### config.mk
export PLATFORM = sky130hd
export DESIGN_NAME = aumu_unit
export DESIGN_NICKNAME = d
export VERILOG_FILES = /design/src/aumu_pkg.sv /design/src/aumu_unit.sv
export SDC_FILE = /design/constraint.sdc
export NUM_CORES = 1
export LEC_CHECK = 0
export BUFFER_PORTS_ARGS = -buffer_cell sky130_fd_sc_hd__buf_4
export CELL_PAD_IN_SITES_DETAIL_PLACEMENT = 0
export CELL_PAD_IN_SITES_GLOBAL_PLACEMENT = 1
export CORE_AREA = 2 2 254 256
export DETAILED_ROUTE_END_ITERATION = 7
export DIE_AREA = 0 0 256 258
export GPL_TIMING_DRIVEN = 0
export PLACE_DENSITY = 0.72
export SLEW_MARGIN = 20
export SYNTH_ARGS = -nofsm -noshare
export SYNTH_HDL_FRONTEND = slang
export SYNTH_SLANG_ARGS = --single-unit
export TNS_END_PERCENT = 20
### constraint.sdc
create_clock -name pclk -period 10.39 [get_ports pclk]
set_input_delay 0.5195 -clock pclk [delete_from_list [all_inputs] [get_ports pclk]]
set_output_delay 0.5195 -clock pclk [all_outputs]
set_load 0.05 [all_outputs]
### src/aumu_pkg.sv
// Package of constants, types and helpers for the atomic unsigned min/max unit
// Notes on behaviour
// - Minimum forms read memory, compare unsigned, write back the smaller value
// - The value read before the update is the instruction result
// - Acquire on the read when acquire bit set and destination is not 31
// - Release bit set makes the write carry release ordering
// - Neither bit set means no acquire and no release on the access
// - Operand width is eight shifted by size; size 10 is 32-bit, 11 is 64-bit
// - Byte form uses 8-bit operands and zero-extends the result to 32 bits
// - Halfword form uses 16-bit operands and zero-extends the result to 32 bits
// - Result is zero-extended to register width; no write for destination 31
// - Base 31 means stack pointer address plus alignment check, else full register
// - Access is tag-checked only when the base field is not 31
// - Acquire clear with destination 31 updates memory and returns nothing
// - Compared operand comes from the source field at the data width
// - Compare-and-swap operand is meaningless here and may take any value
// - Maximum forms write back the larger value, compared unsigned; the unit decodes only the halfword maximum form, the others are undefined
package aumu_pkg;

    localparam logic [11:0] REG_CTRL = 12'h000;
    localparam logic [11:0] REG_STATUS = 12'h004;
    localparam logic [11:0] REG_IRQ_STATUS = 12'h008;
    localparam logic [11:0] REG_IRQ_MASK = 12'h00C;
    localparam logic [11:0] REG_OP_COUNT = 12'h010;

    localparam int CTRL_FEAT_POS = 0;
    localparam logic CTRL_FEAT_RESET = 1'b1;
    localparam logic [2:0] IRQ_MASK_RESET = 3'h0;

    localparam int EV_DONE_POS = 0;
    localparam int EV_UNDEF_POS = 1;
    localparam int EV_SPCHK_POS = 2;

    localparam int SIZE_LO = 30;
    localparam int ACQ_POS = 23;
    localparam int REL_POS = 22;
    localparam int ONE_POS = 21;
    localparam int SRC_LO = 16;
    localparam int ZERO_POS = 15;
    localparam int OPC_LO = 12;
    localparam int BASE_LO = 5;
    localparam int DEST_LO = 0;
    localparam logic [5:0] FIXED_29_24 = 6'h38;
    localparam logic [1:0] FIXED_11_10 = 2'h0;
    localparam logic [2:0] OPC_MIN = 3'h7;
    localparam logic [2:0] OPC_MAX = 3'h6;
    localparam logic [4:0] ZERO_REG = 5'h1F;

    localparam logic [1:0] SIZE_BYTE = 2'h0;
    localparam logic [1:0] SIZE_HALF = 2'h1;
    localparam logic [1:0] SIZE_DWORD = 2'h3;

    typedef enum logic [2:0] {
        ST_IDLE, ST_FETCH, ST_READ, ST_RWAIT, ST_WRITE
    } aumu_state_type;

    function automatic logic [63:0] aumu_width_mask(input logic [1:0] sz);
        case (sz)
            2'h0: aumu_width_mask = 64'h0000_0000_0000_00FF;
            2'h1: aumu_width_mask = 64'h0000_0000_0000_FFFF;
            2'h2: aumu_width_mask = 64'h0000_0000_FFFF_FFFF;
            default: aumu_width_mask = 64'hFFFF_FFFF_FFFF_FFFF;
        endcase
    endfunction

endpackage

### src/aumu_unit.sv
// Atomic unsigned min/max decode and execute unit with APB registers
`timescale 1ns/1ps
module aumu_unit (
    input wire logic pclk,
    input wire logic presetn,
    input wire logic clk_en,
    input wire logic psel,
    input wire logic penable,
    input wire logic pwrite,
    input wire logic [11:0] paddr,
    input wire logic [31:0] pwdata,
    output logic [31:0] prdata,
    output logic pready,
    output logic pslverr,
    input wire logic instr_valid,
    input wire logic [31:0] instr_word,
    output logic instr_ready,
    output logic [4:0] rd_src_sel,
    output logic [4:0] rd_base_sel,
    input wire logic [63:0] src_value,
    input wire logic [63:0] base_value,
    input wire logic [63:0] stack_ptr,
    output logic mem_valid,
    output logic mem_write,
    output logic mem_lock,
    output logic [63:0] mem_addr,
    output logic [1:0] mem_size,
    output logic [63:0] mem_wdata,
    output logic [63:0] mem_compare,
    output logic mem_acquire,
    output logic mem_release,
    output logic mem_tagchecked,
    output logic mem_op_max,
    input wire logic mem_ready,
    input wire logic mem_rvalid,
    input wire logic [63:0] mem_rdata,
    output logic wb_valid,
    output logic [4:0] wb_dest,
    output logic [63:0] wb_data,
    output logic wb_is64,
    output logic sp_check,
    output logic undef_instr,
    output logic irq
);
    import aumu_pkg::*;

    typedef struct packed {
        aumu_state_type state;
        logic instr_ready;
        logic [4:0] dest;
        logic [4:0] base_f;
        logic [1:0] size;
        logic acq;
        logic rel;
        logic is_max;
        logic [63:0] value;
        logic [63:0] data;
        logic [4:0] rd_src;
        logic [4:0] rd_base;
        logic mem_valid;
        logic mem_write;
        logic mem_lock;
        logic [63:0] mem_addr;
        logic [1:0] mem_size;
        logic [63:0] mem_wdata;
        logic [63:0] mem_compare;
        logic mem_acquire;
        logic mem_release;
        logic mem_tag;
        logic mem_op_max;
        logic wb_valid;
        logic [4:0] wb_dest;
        logic [63:0] wb_data;
        logic wb_is64;
        logic sp_check;
        logic undef;
        logic ctrl_feat;
        logic [2:0] irq_status;
        logic [2:0] irq_mask;
        logic [31:0] op_count;
        logic [31:0] prdata;
        logic pready;
        logic pslverr;
        logic irq;
    } aumu_regs_type;

    aumu_regs_type q;
    aumu_regs_type next_q;

    logic [2:0] events;
    logic [1:0] dec_size;
    logic [2:0] dec_opc;
    logic [4:0] dec_dest;
    logic dec_legal;
    logic [63:0] rd_masked;
    logic [63:0] new_value;
    logic apb_done;
    // Acquire expected on the read, followed by a_acq_read
    logic acq_want;

    always_comb begin
        dec_size = instr_word[SIZE_LO +: 2];
        dec_opc = instr_word[OPC_LO +: 3];
        dec_dest = instr_word[DEST_LO +: 5];
        acq_want = instr_word[ACQ_POS] && (dec_dest != ZERO_REG);
        // Fixed bits, opcode and the one maximum form kept here
        dec_legal = (instr_word[29:24] == FIXED_29_24) && instr_word[ONE_POS]
            && !instr_word[ZERO_POS] && (instr_word[11:10] == FIXED_11_10)
            && ((dec_opc == OPC_MIN) || ((dec_opc == OPC_MAX) && (dec_size == SIZE_HALF)));
        rd_masked = mem_rdata & aumu_width_mask(q.size);
        // Unsigned compare at the operand width
        if (q.is_max) begin
            new_value = (rd_masked > q.value) ? rd_masked : q.value;
        end else begin
            new_value = (rd_masked < q.value) ? rd_masked : q.value;
        end
        apb_done = psel && penable && q.pready;
    end

    always_comb begin
        next_q = q;
        events = 3'h0;
        next_q.wb_valid = 1'b0;
        next_q.sp_check = 1'b0;
        next_q.undef = 1'b0;
        next_q.mem_compare = 64'h0;
        case (q.state)
            ST_IDLE: begin
                if (instr_valid && q.instr_ready) begin
                    if (!q.ctrl_feat || !dec_legal) begin
                        next_q.undef = 1'b1;
                        events[EV_UNDEF_POS] = 1'b1;
                    end else begin
                        next_q.instr_ready = 1'b0;
                        next_q.size = dec_size;
                        next_q.dest = dec_dest;
                        next_q.base_f = instr_word[BASE_LO +: 5];
                        next_q.acq = instr_word[ACQ_POS] && (dec_dest != ZERO_REG);
                        next_q.rel = instr_word[REL_POS];
                        next_q.is_max = (dec_opc == OPC_MAX);
                        next_q.rd_src = instr_word[SRC_LO +: 5];
                        next_q.rd_base = instr_word[BASE_LO +: 5];
                        next_q.state = ST_FETCH;
                    end
                end
            end
            ST_FETCH: begin
                // Operands arrive one cycle after the register selects
                next_q.value = src_value & aumu_width_mask(q.size);
                if (q.base_f == ZERO_REG) begin
                    next_q.mem_addr = stack_ptr;
                    next_q.sp_check = 1'b1;
                    events[EV_SPCHK_POS] = 1'b1;
                end else begin
                    next_q.mem_addr = base_value;
                end
                next_q.mem_tag = (q.base_f != ZERO_REG);
                next_q.mem_size = q.size;
                next_q.mem_op_max = q.is_max;
                next_q.mem_valid = 1'b1;
                next_q.mem_write = 1'b0;
                next_q.mem_lock = 1'b1;
                next_q.mem_acquire = q.acq;
                next_q.mem_release = 1'b0;
                next_q.state = ST_READ;
            end
            ST_READ: begin
                if (mem_ready) begin
                    next_q.mem_valid = 1'b0;
                    next_q.state = ST_RWAIT;
                end
            end
            ST_RWAIT: begin
                if (mem_rvalid) begin
                    next_q.data = rd_masked;
                    next_q.mem_wdata = new_value;
                    next_q.mem_valid = 1'b1;
                    next_q.mem_write = 1'b1;
                    next_q.mem_acquire = 1'b0;
                    next_q.mem_release = q.rel;
                    next_q.state = ST_WRITE;
                end
            end
            ST_WRITE: begin
                if (mem_ready) begin
                    next_q.mem_valid = 1'b0;
                    next_q.mem_write = 1'b0;
                    next_q.mem_lock = 1'b0;
                    next_q.mem_release = 1'b0;
                    // Destination 31 gets nothing, store-only forms included
                    next_q.wb_valid = (q.dest != ZERO_REG);
                    next_q.wb_dest = q.dest;
                    next_q.wb_data = q.data;
                    next_q.wb_is64 = (q.size == SIZE_DWORD);
                    next_q.op_count = q.op_count + 32'h1;
                    events[EV_DONE_POS] = 1'b1;
                    next_q.instr_ready = 1'b1;
                    next_q.state = ST_IDLE;
                end
            end
            default: begin
                next_q.state = ST_IDLE;
                next_q.instr_ready = 1'b1;
            end
        endcase

        // APB slave with one wait state
        next_q.pready = psel && penable && !q.pready;
        next_q.pslverr = 1'b0;
        if (psel && penable && !q.pready) begin
            case (paddr)
                REG_CTRL: next_q.prdata = {31'h0, q.ctrl_feat};
                REG_STATUS: next_q.prdata = {27'h0, q.size, q.state};
                REG_IRQ_STATUS: next_q.prdata = {29'h0, q.irq_status};
                REG_IRQ_MASK: next_q.prdata = {29'h0, q.irq_mask};
                REG_OP_COUNT: next_q.prdata = q.op_count;
                default: begin
                    next_q.prdata = 32'h0;
                    next_q.pslverr = 1'b1;
                end
            endcase
        end
        if (apb_done && pwrite) begin
            case (paddr)
                REG_CTRL: next_q.ctrl_feat = pwdata[CTRL_FEAT_POS];
                REG_IRQ_MASK: next_q.irq_mask = pwdata[2:0];
                default: begin
                end
            endcase
        end
        // Read clears the sticky bits; a new event in that cycle survives
        if (apb_done && !pwrite && (paddr == REG_IRQ_STATUS)) begin
            next_q.irq_status = events;
        end else begin
            next_q.irq_status = q.irq_status | events;
        end
        next_q.irq = |(next_q.irq_status & next_q.irq_mask);
    end

    always_ff @(posedge pclk or negedge presetn) begin
        if (!presetn) begin
            q <= '0;
            q.state <= ST_IDLE;
            q.instr_ready <= 1'b1;
            q.ctrl_feat <= CTRL_FEAT_RESET;
            q.irq_mask <= IRQ_MASK_RESET;
        end else if (clk_en) begin
            q <= next_q;
        end
    end

    assign prdata = q.prdata;
    assign pready = q.pready;
    assign pslverr = q.pslverr;
    assign instr_ready = q.instr_ready;
    assign rd_src_sel = q.rd_src;
    assign rd_base_sel = q.rd_base;
    assign mem_valid = q.mem_valid;
    assign mem_write = q.mem_write;
    assign mem_lock = q.mem_lock;
    assign mem_addr = q.mem_addr;
    assign mem_size = q.mem_size;
    assign mem_wdata = q.mem_wdata;
    assign mem_compare = q.mem_compare;
    assign mem_acquire = q.mem_acquire;
    assign mem_release = q.mem_release;
    assign mem_tagchecked = q.mem_tag;
    assign mem_op_max = q.mem_op_max;
    assign wb_valid = q.wb_valid;
    assign wb_dest = q.wb_dest;
    assign wb_data = q.wb_data;
    assign wb_is64 = q.wb_is64;
    assign sp_check = q.sp_check;
    assign undef_instr = q.undef;
    assign irq = q.irq;

    a_min_store: assert property (
        @(posedge pclk iff clk_en) disable iff (!presetn)
        (q.state == ST_RWAIT && mem_rvalid && !q.is_max)
        |=> (mem_write && mem_valid && mem_wdata ==
            (($past(rd_masked) < $past(q.value)) ? $past(rd_masked) : $past(q.value))))
        else $error("minimum write-back value wrong");

    a_max_store: assert property (
        @(posedge pclk iff clk_en) disable iff (!presetn)
        (q.state == ST_RWAIT && mem_rvalid && q.is_max)
        |=> (mem_write && mem_wdata ==
            (($past(rd_masked) > $past(q.value)) ? $past(rd_masked) : $past(q.value))))
        else $error("maximum write-back value wrong");

    a_result_orig: assert property (
        @(posedge pclk iff clk_en) disable iff (!presetn)
        (q.state == ST_WRITE && mem_ready) |=> (wb_valid == (q.dest != 5'h1F)
            && wb_data == $past(q.data)))
        else $error("result is not the original memory value");

    a_acq_read: assert property (
        @(posedge pclk iff clk_en) disable iff (!presetn)
        (q.state == ST_IDLE && instr_valid && q.instr_ready && q.ctrl_feat && dec_legal)
        |-> ##2 (mem_valid && !mem_write && mem_acquire == $past(acq_want, 2)))
        else $error("read acquire ordering wrong");

    a_rel_write: assert property (
        @(posedge pclk iff clk_en) disable iff (!presetn)
        (mem_valid && mem_write) |-> (mem_release == q.rel && !mem_acquire && mem_lock))
        else $error("write release ordering wrong");

    a_plain_order: assert property (
        @(posedge pclk iff clk_en) disable iff (!presetn)
        (mem_valid && !q.acq && !q.rel) |-> (!mem_acquire && !mem_release))
        else $error("ordering attached to plain access");

    a_sp_base: assert property (
        @(posedge pclk iff clk_en) disable iff (!presetn)
        (q.state == ST_FETCH && q.base_f == 5'h1F)
        |=> (sp_check && mem_addr == $past(stack_ptr) && !mem_tagchecked))
        else $error("stack pointer base handling wrong");

    a_tag_check: assert property (
        @(posedge pclk iff clk_en) disable iff (!presetn)
        mem_valid |-> (mem_tagchecked == (q.base_f != 5'h1F)))
        else $error("tag-check marking wrong");

    a_no_zero_wb: assert property (
        @(posedge pclk iff clk_en) disable iff (!presetn)
        wb_valid |-> (wb_dest != 5'h1F && (wb_is64 || wb_data[63:32] == 32'h0)))
        else $error("write-back to register 31 or not zero-extended");

    a_narrow_ext: assert property (
        @(posedge pclk iff clk_en) disable iff (!presetn)
        (mem_valid && mem_write && q.size == 2'h0) |-> (mem_wdata[63:8] == 56'h0))
        else $error("byte operand not confined to 8 bits");

    a_undef_feat: assert property (
        @(posedge pclk iff clk_en) disable iff (!presetn)
        (q.state == ST_IDLE && instr_valid && q.instr_ready && !q.ctrl_feat)
        |=> (undef_instr && q.state == ST_IDLE && !mem_valid))
        else $error("instruction accepted without atomics feature");

endmodule

==> run_results.csv <==
group,metric,value,unit
run_status,outcome,"finished clean",
synthesis,ys_types,54,
critical_path,start_kind,"flop",
sta,period_needed,6.28,ns
critical_path,worst-path-max-fanout,10,
critical_path,path_class,"flop to flop",
sta,tightest_slew,1.03,ns
detailed_routing,drc,0,
detailed_routing,drt_pass1_iterations,5,
sta,final_max_slew_viol_count,0,
pwr,switchingPower,0.900,mW
synthesis,syn_inst,2398,
pwr,intPower,2.99,mW
pwr,leakage,16.8,nW
critical_path,worstPathArrival,6.75,ns
cts,cts_made_buffers,50,
synthesis,yosys.area_share.simple,14.9,%
cts,cts.sinks,436,
critical_path,required,10.85,ns
placed_design,io_buffers,565,
pwr,ir_worst_vdd,106,uV
synthesis,synthXorXnorAreaFrac,1.27,%
floorplanning,die_w,256,um
synthesis,synth_top_cell_area_share,49.2,%
floorplanning,start_util,34.7,%
synthesis,yosys-top-cells-area,"dfrtp_1 49%, buf_4 10%, nand2_1 9.8%, o21ai_0 5.3%, ha_1 3.7%",
critical_path,cp-end-kind,"flop",
sta,hold_viol,0,
cts,cts_root_buffer,"clkbuf_16",
cts,htreeDepth,2,
detailed_routing,antenna_left,0,
global_route,grt_pass1_wl,121000,um
pwr,pwr-share-comb,6.9,%
detailed_routing,wl,81500,um
global_route,grt_pass1_vias,19100,
synthesis,post-synth-top-area-cell,"dfrtp_1",
global_route,grt_overflow,0,
floorplanning,die_y,258,um
pwr,seq_power_share,43.9,%
pwr,p_clk_share,49.2,%
synthesis,async_flop_share,100,%
cts,clock_path_buffers,3,
detailed_routing,via_per_inst,4.76,
cts,cts_resized,0,
finish,areaGrowthSynthToFinish,33.8,%
sta,slew_headroom,31.3,%
synthesis,synthMuxAreaShare,4.40,%
detailed_routing,drtIter0Drc,1279,
cts,clk_pin_slew,0.06,ns
synthesis,synth-seq-cells,436,
floorplanning,fp.coreArea,63600,um2
sta,tns,0,ns
sta,skew,0.0278,ns
floorplanning,ioPinCount,661,
cts,cts_tree,"built",
synthesis,ys_warn_count,0,
finish,layout-drive-gt1-share,32.1,%
sta,setup_viol,0,
pwr,powerDensity,132,nW/um2
synthesis,synth.avg_cell_area,9.21,um2
global_route,busiest_layer,"met2",
detailed_routing,wl_per_cell,20.5,um
global_route,met3_usage,5.11,%
synthesis,synth_top_family_by_area,"buffers and inverters",
synthesis,synth_edf_count,0,
placed_design,dp_hpwl,64200,um
flow_run,cap_viol_max_count,0,
floorplanning,rows,93,
global_route,met2_usage,37.9,%
synthesis,yosysSeqAreaShare,49.4,%
sta,min_period_over_period,60.5,%
global_route,antenna_found_initial,11,
synthesis,synthAdderAreaFrac,3.68,%
synthesis,synth_compound_area_share,11.4,%
sta,rsz0062_at_grt,"no",
global_route,grt_max_degree,95,
finish,final_core_util,46.4,%
global_route,groute.usage.overall,24.1,%
placed_design,gp_congestion,0.893,
floorplanning,die_area,66000,um2
worst_hold_path,hp-class,"input port to flop",
sta,max_freq,159,MHz
synthesis,synth_area,22100,um2
synthesis,ys.flop_type,"dfrtp_1",
finish,nets,3489,
pwr,p_sw_share,23.2,%
global_route,grt_use_met1,33.7,%
detailed_routing,via_count,19000,
cts,clock_latency,0.59,ns
## layout make-up
type | count | area, um2
inverters | 135 | 507
multi-input cells | 1459 | 8110
clock buffers | 73 | 1500
fillers | 6252 | 34100
well taps | 855 | 1070
flip-flops and latches | 436 | 10900
plain buffers | 431 | 2800
repair buffers | 570 | 4370
clock inverters | 18 | 282
diodes | 6 | 15.0
## power by group through the flow
stage | registers (mW) | clock network, mW | logic, mW
final | 1.71 | 1.91 | 0.267
after global routing | 1.71 | 2.02 | 0.286
after CTS | 1.71 | 1.95 | 0.269
after detailed placement | 1.74 | 0 | 0.268
after global placement | 1.74 | 0 | 0.260
after floorplan | 1.74 | 0 | 0.103
## cell families after synthesis
| kind of cell | count (synthesis) |
|---|---|
| simple gates | 790 |
| buf+inv | 566 |
| flops | 436 |
| compound gates | 414 |
| mux | 94 |
| fa+ha+maj | 65 |
| xor+xnor | 32 |
| other cells | 1 |
## what timing repair did
action                                 in CTS  in global routing
hold buffers                                1                  0
setup buffers                               0                  0
endpoints found under the hold margin      74                  0
## placed cells by master, fill, tap and decap left out, drive strengths merged, types with 45 or more instances in the layout
master	synthesis	routed
buf	330	899
nand2	578	578
dfrtp	434	434
o21ai	232	232
clkbuf	101	174
inv	135	136
nand3	82	82
mux2i	70	70
ha	65	65
conb	1	64
a21o	52	52
o31ai	51	51
nor2	45	45
## cells in the mapped netlist, types with 2 or more instances
library cell	count
buf_4	306
o211ai_1	3
and3_1	7
and2_1	6
o41ai_1	2
a21o_1	52
o31ai_1	51
nor3b_1	3
nand2_1	578
mux2_2	24
a221o_1	19
a21oi_1	34
nor2b_1	8
or2_2	2
buf_1	10
inv_1	135
xor2_1	5
o21ai_0	232
and3b_1	2
a221oi_1	4
buf_6	2
nand4_1	27
dfstp_2	2
o22ai_1	2
nor2_1	45
nor3_1	15
buf_2	12
ha_1	65
and4_1	4
dfrtp_1	434
nand3_1	82
clkbuf_1	101
nor4_1	4
xnor2_1	27
a31o_2	2
mux2i_1	70
a22o_1	3
a2111oi_0	2
## registers in the layout, indices dropped and copies added, names as in the netlist, 2 cells and up
name and cells:
rd_src_sel 5, q 180, wb_dest 5, mem_wdata 64, wb_data 64, mem_size 2
mem_addr 64, prdata 32, rd_base_sel 5
## per-layer routing
layer | part of all wire (%) | wire length (um)
met2 | 46 | 37400
met4 | 2.2 | 1810
met3 | 6.3 | 5140
met1 | 45 | 37100
met5 | 0.11 | 87
## stage by stage
stage	std cells	hold WS, ns	cell area, um2	setup WS, ns	power, mW
floorplan	2461	0.224	22300	6.67	1.84
detailed placement	3885	0.456	27800	4.03	2.01
finish	3983	0.123	29600	4.11	3.89
global route	3979	0.108	29500	3.89	4.01
global placement	3881	0.449	27600	4.05	2.00
CTS	3977	0.0926	29500	3.99	3.92
## final timing paths
path / endpoint / cells past startpoint / from / slack, ns
min reg2reg: wb_data[34] / 2 / q[392] / 0.44
min in group asynchronous: wb_data[22] / 2 / presetn / 0.50
max in group asynchronous: q[463] / 4 / presetn / 8.44
max reg2reg: mem_wdata[35] / 17 / q[490] / 4.11
min: q[422] / 3 / src_value[0] / 0.12
max: mem_wdata[35] / 17 / q[490] / 4.11
## critical path, stage by stage (launching register included)
cell and delay, ns:
dfrtp_1 0.32, clkbuf_1 0.67, and2_1 0.31, clkbuf_1 0.62, clkbuf_1 0.63, nand2_1 0.24
inv_1 0.10, ha_1 0.14, nand4_1 0.18, nor4_1 0.84, and3b_1 0.40, o41ai_1 0.19
nand4_1 0.14, mux2i_1 0.27, buf_2 0.38, buf_2 0.41, o31ai_1 0.11, a21o_1 0.19
Power figures use the tool's default switching activity.
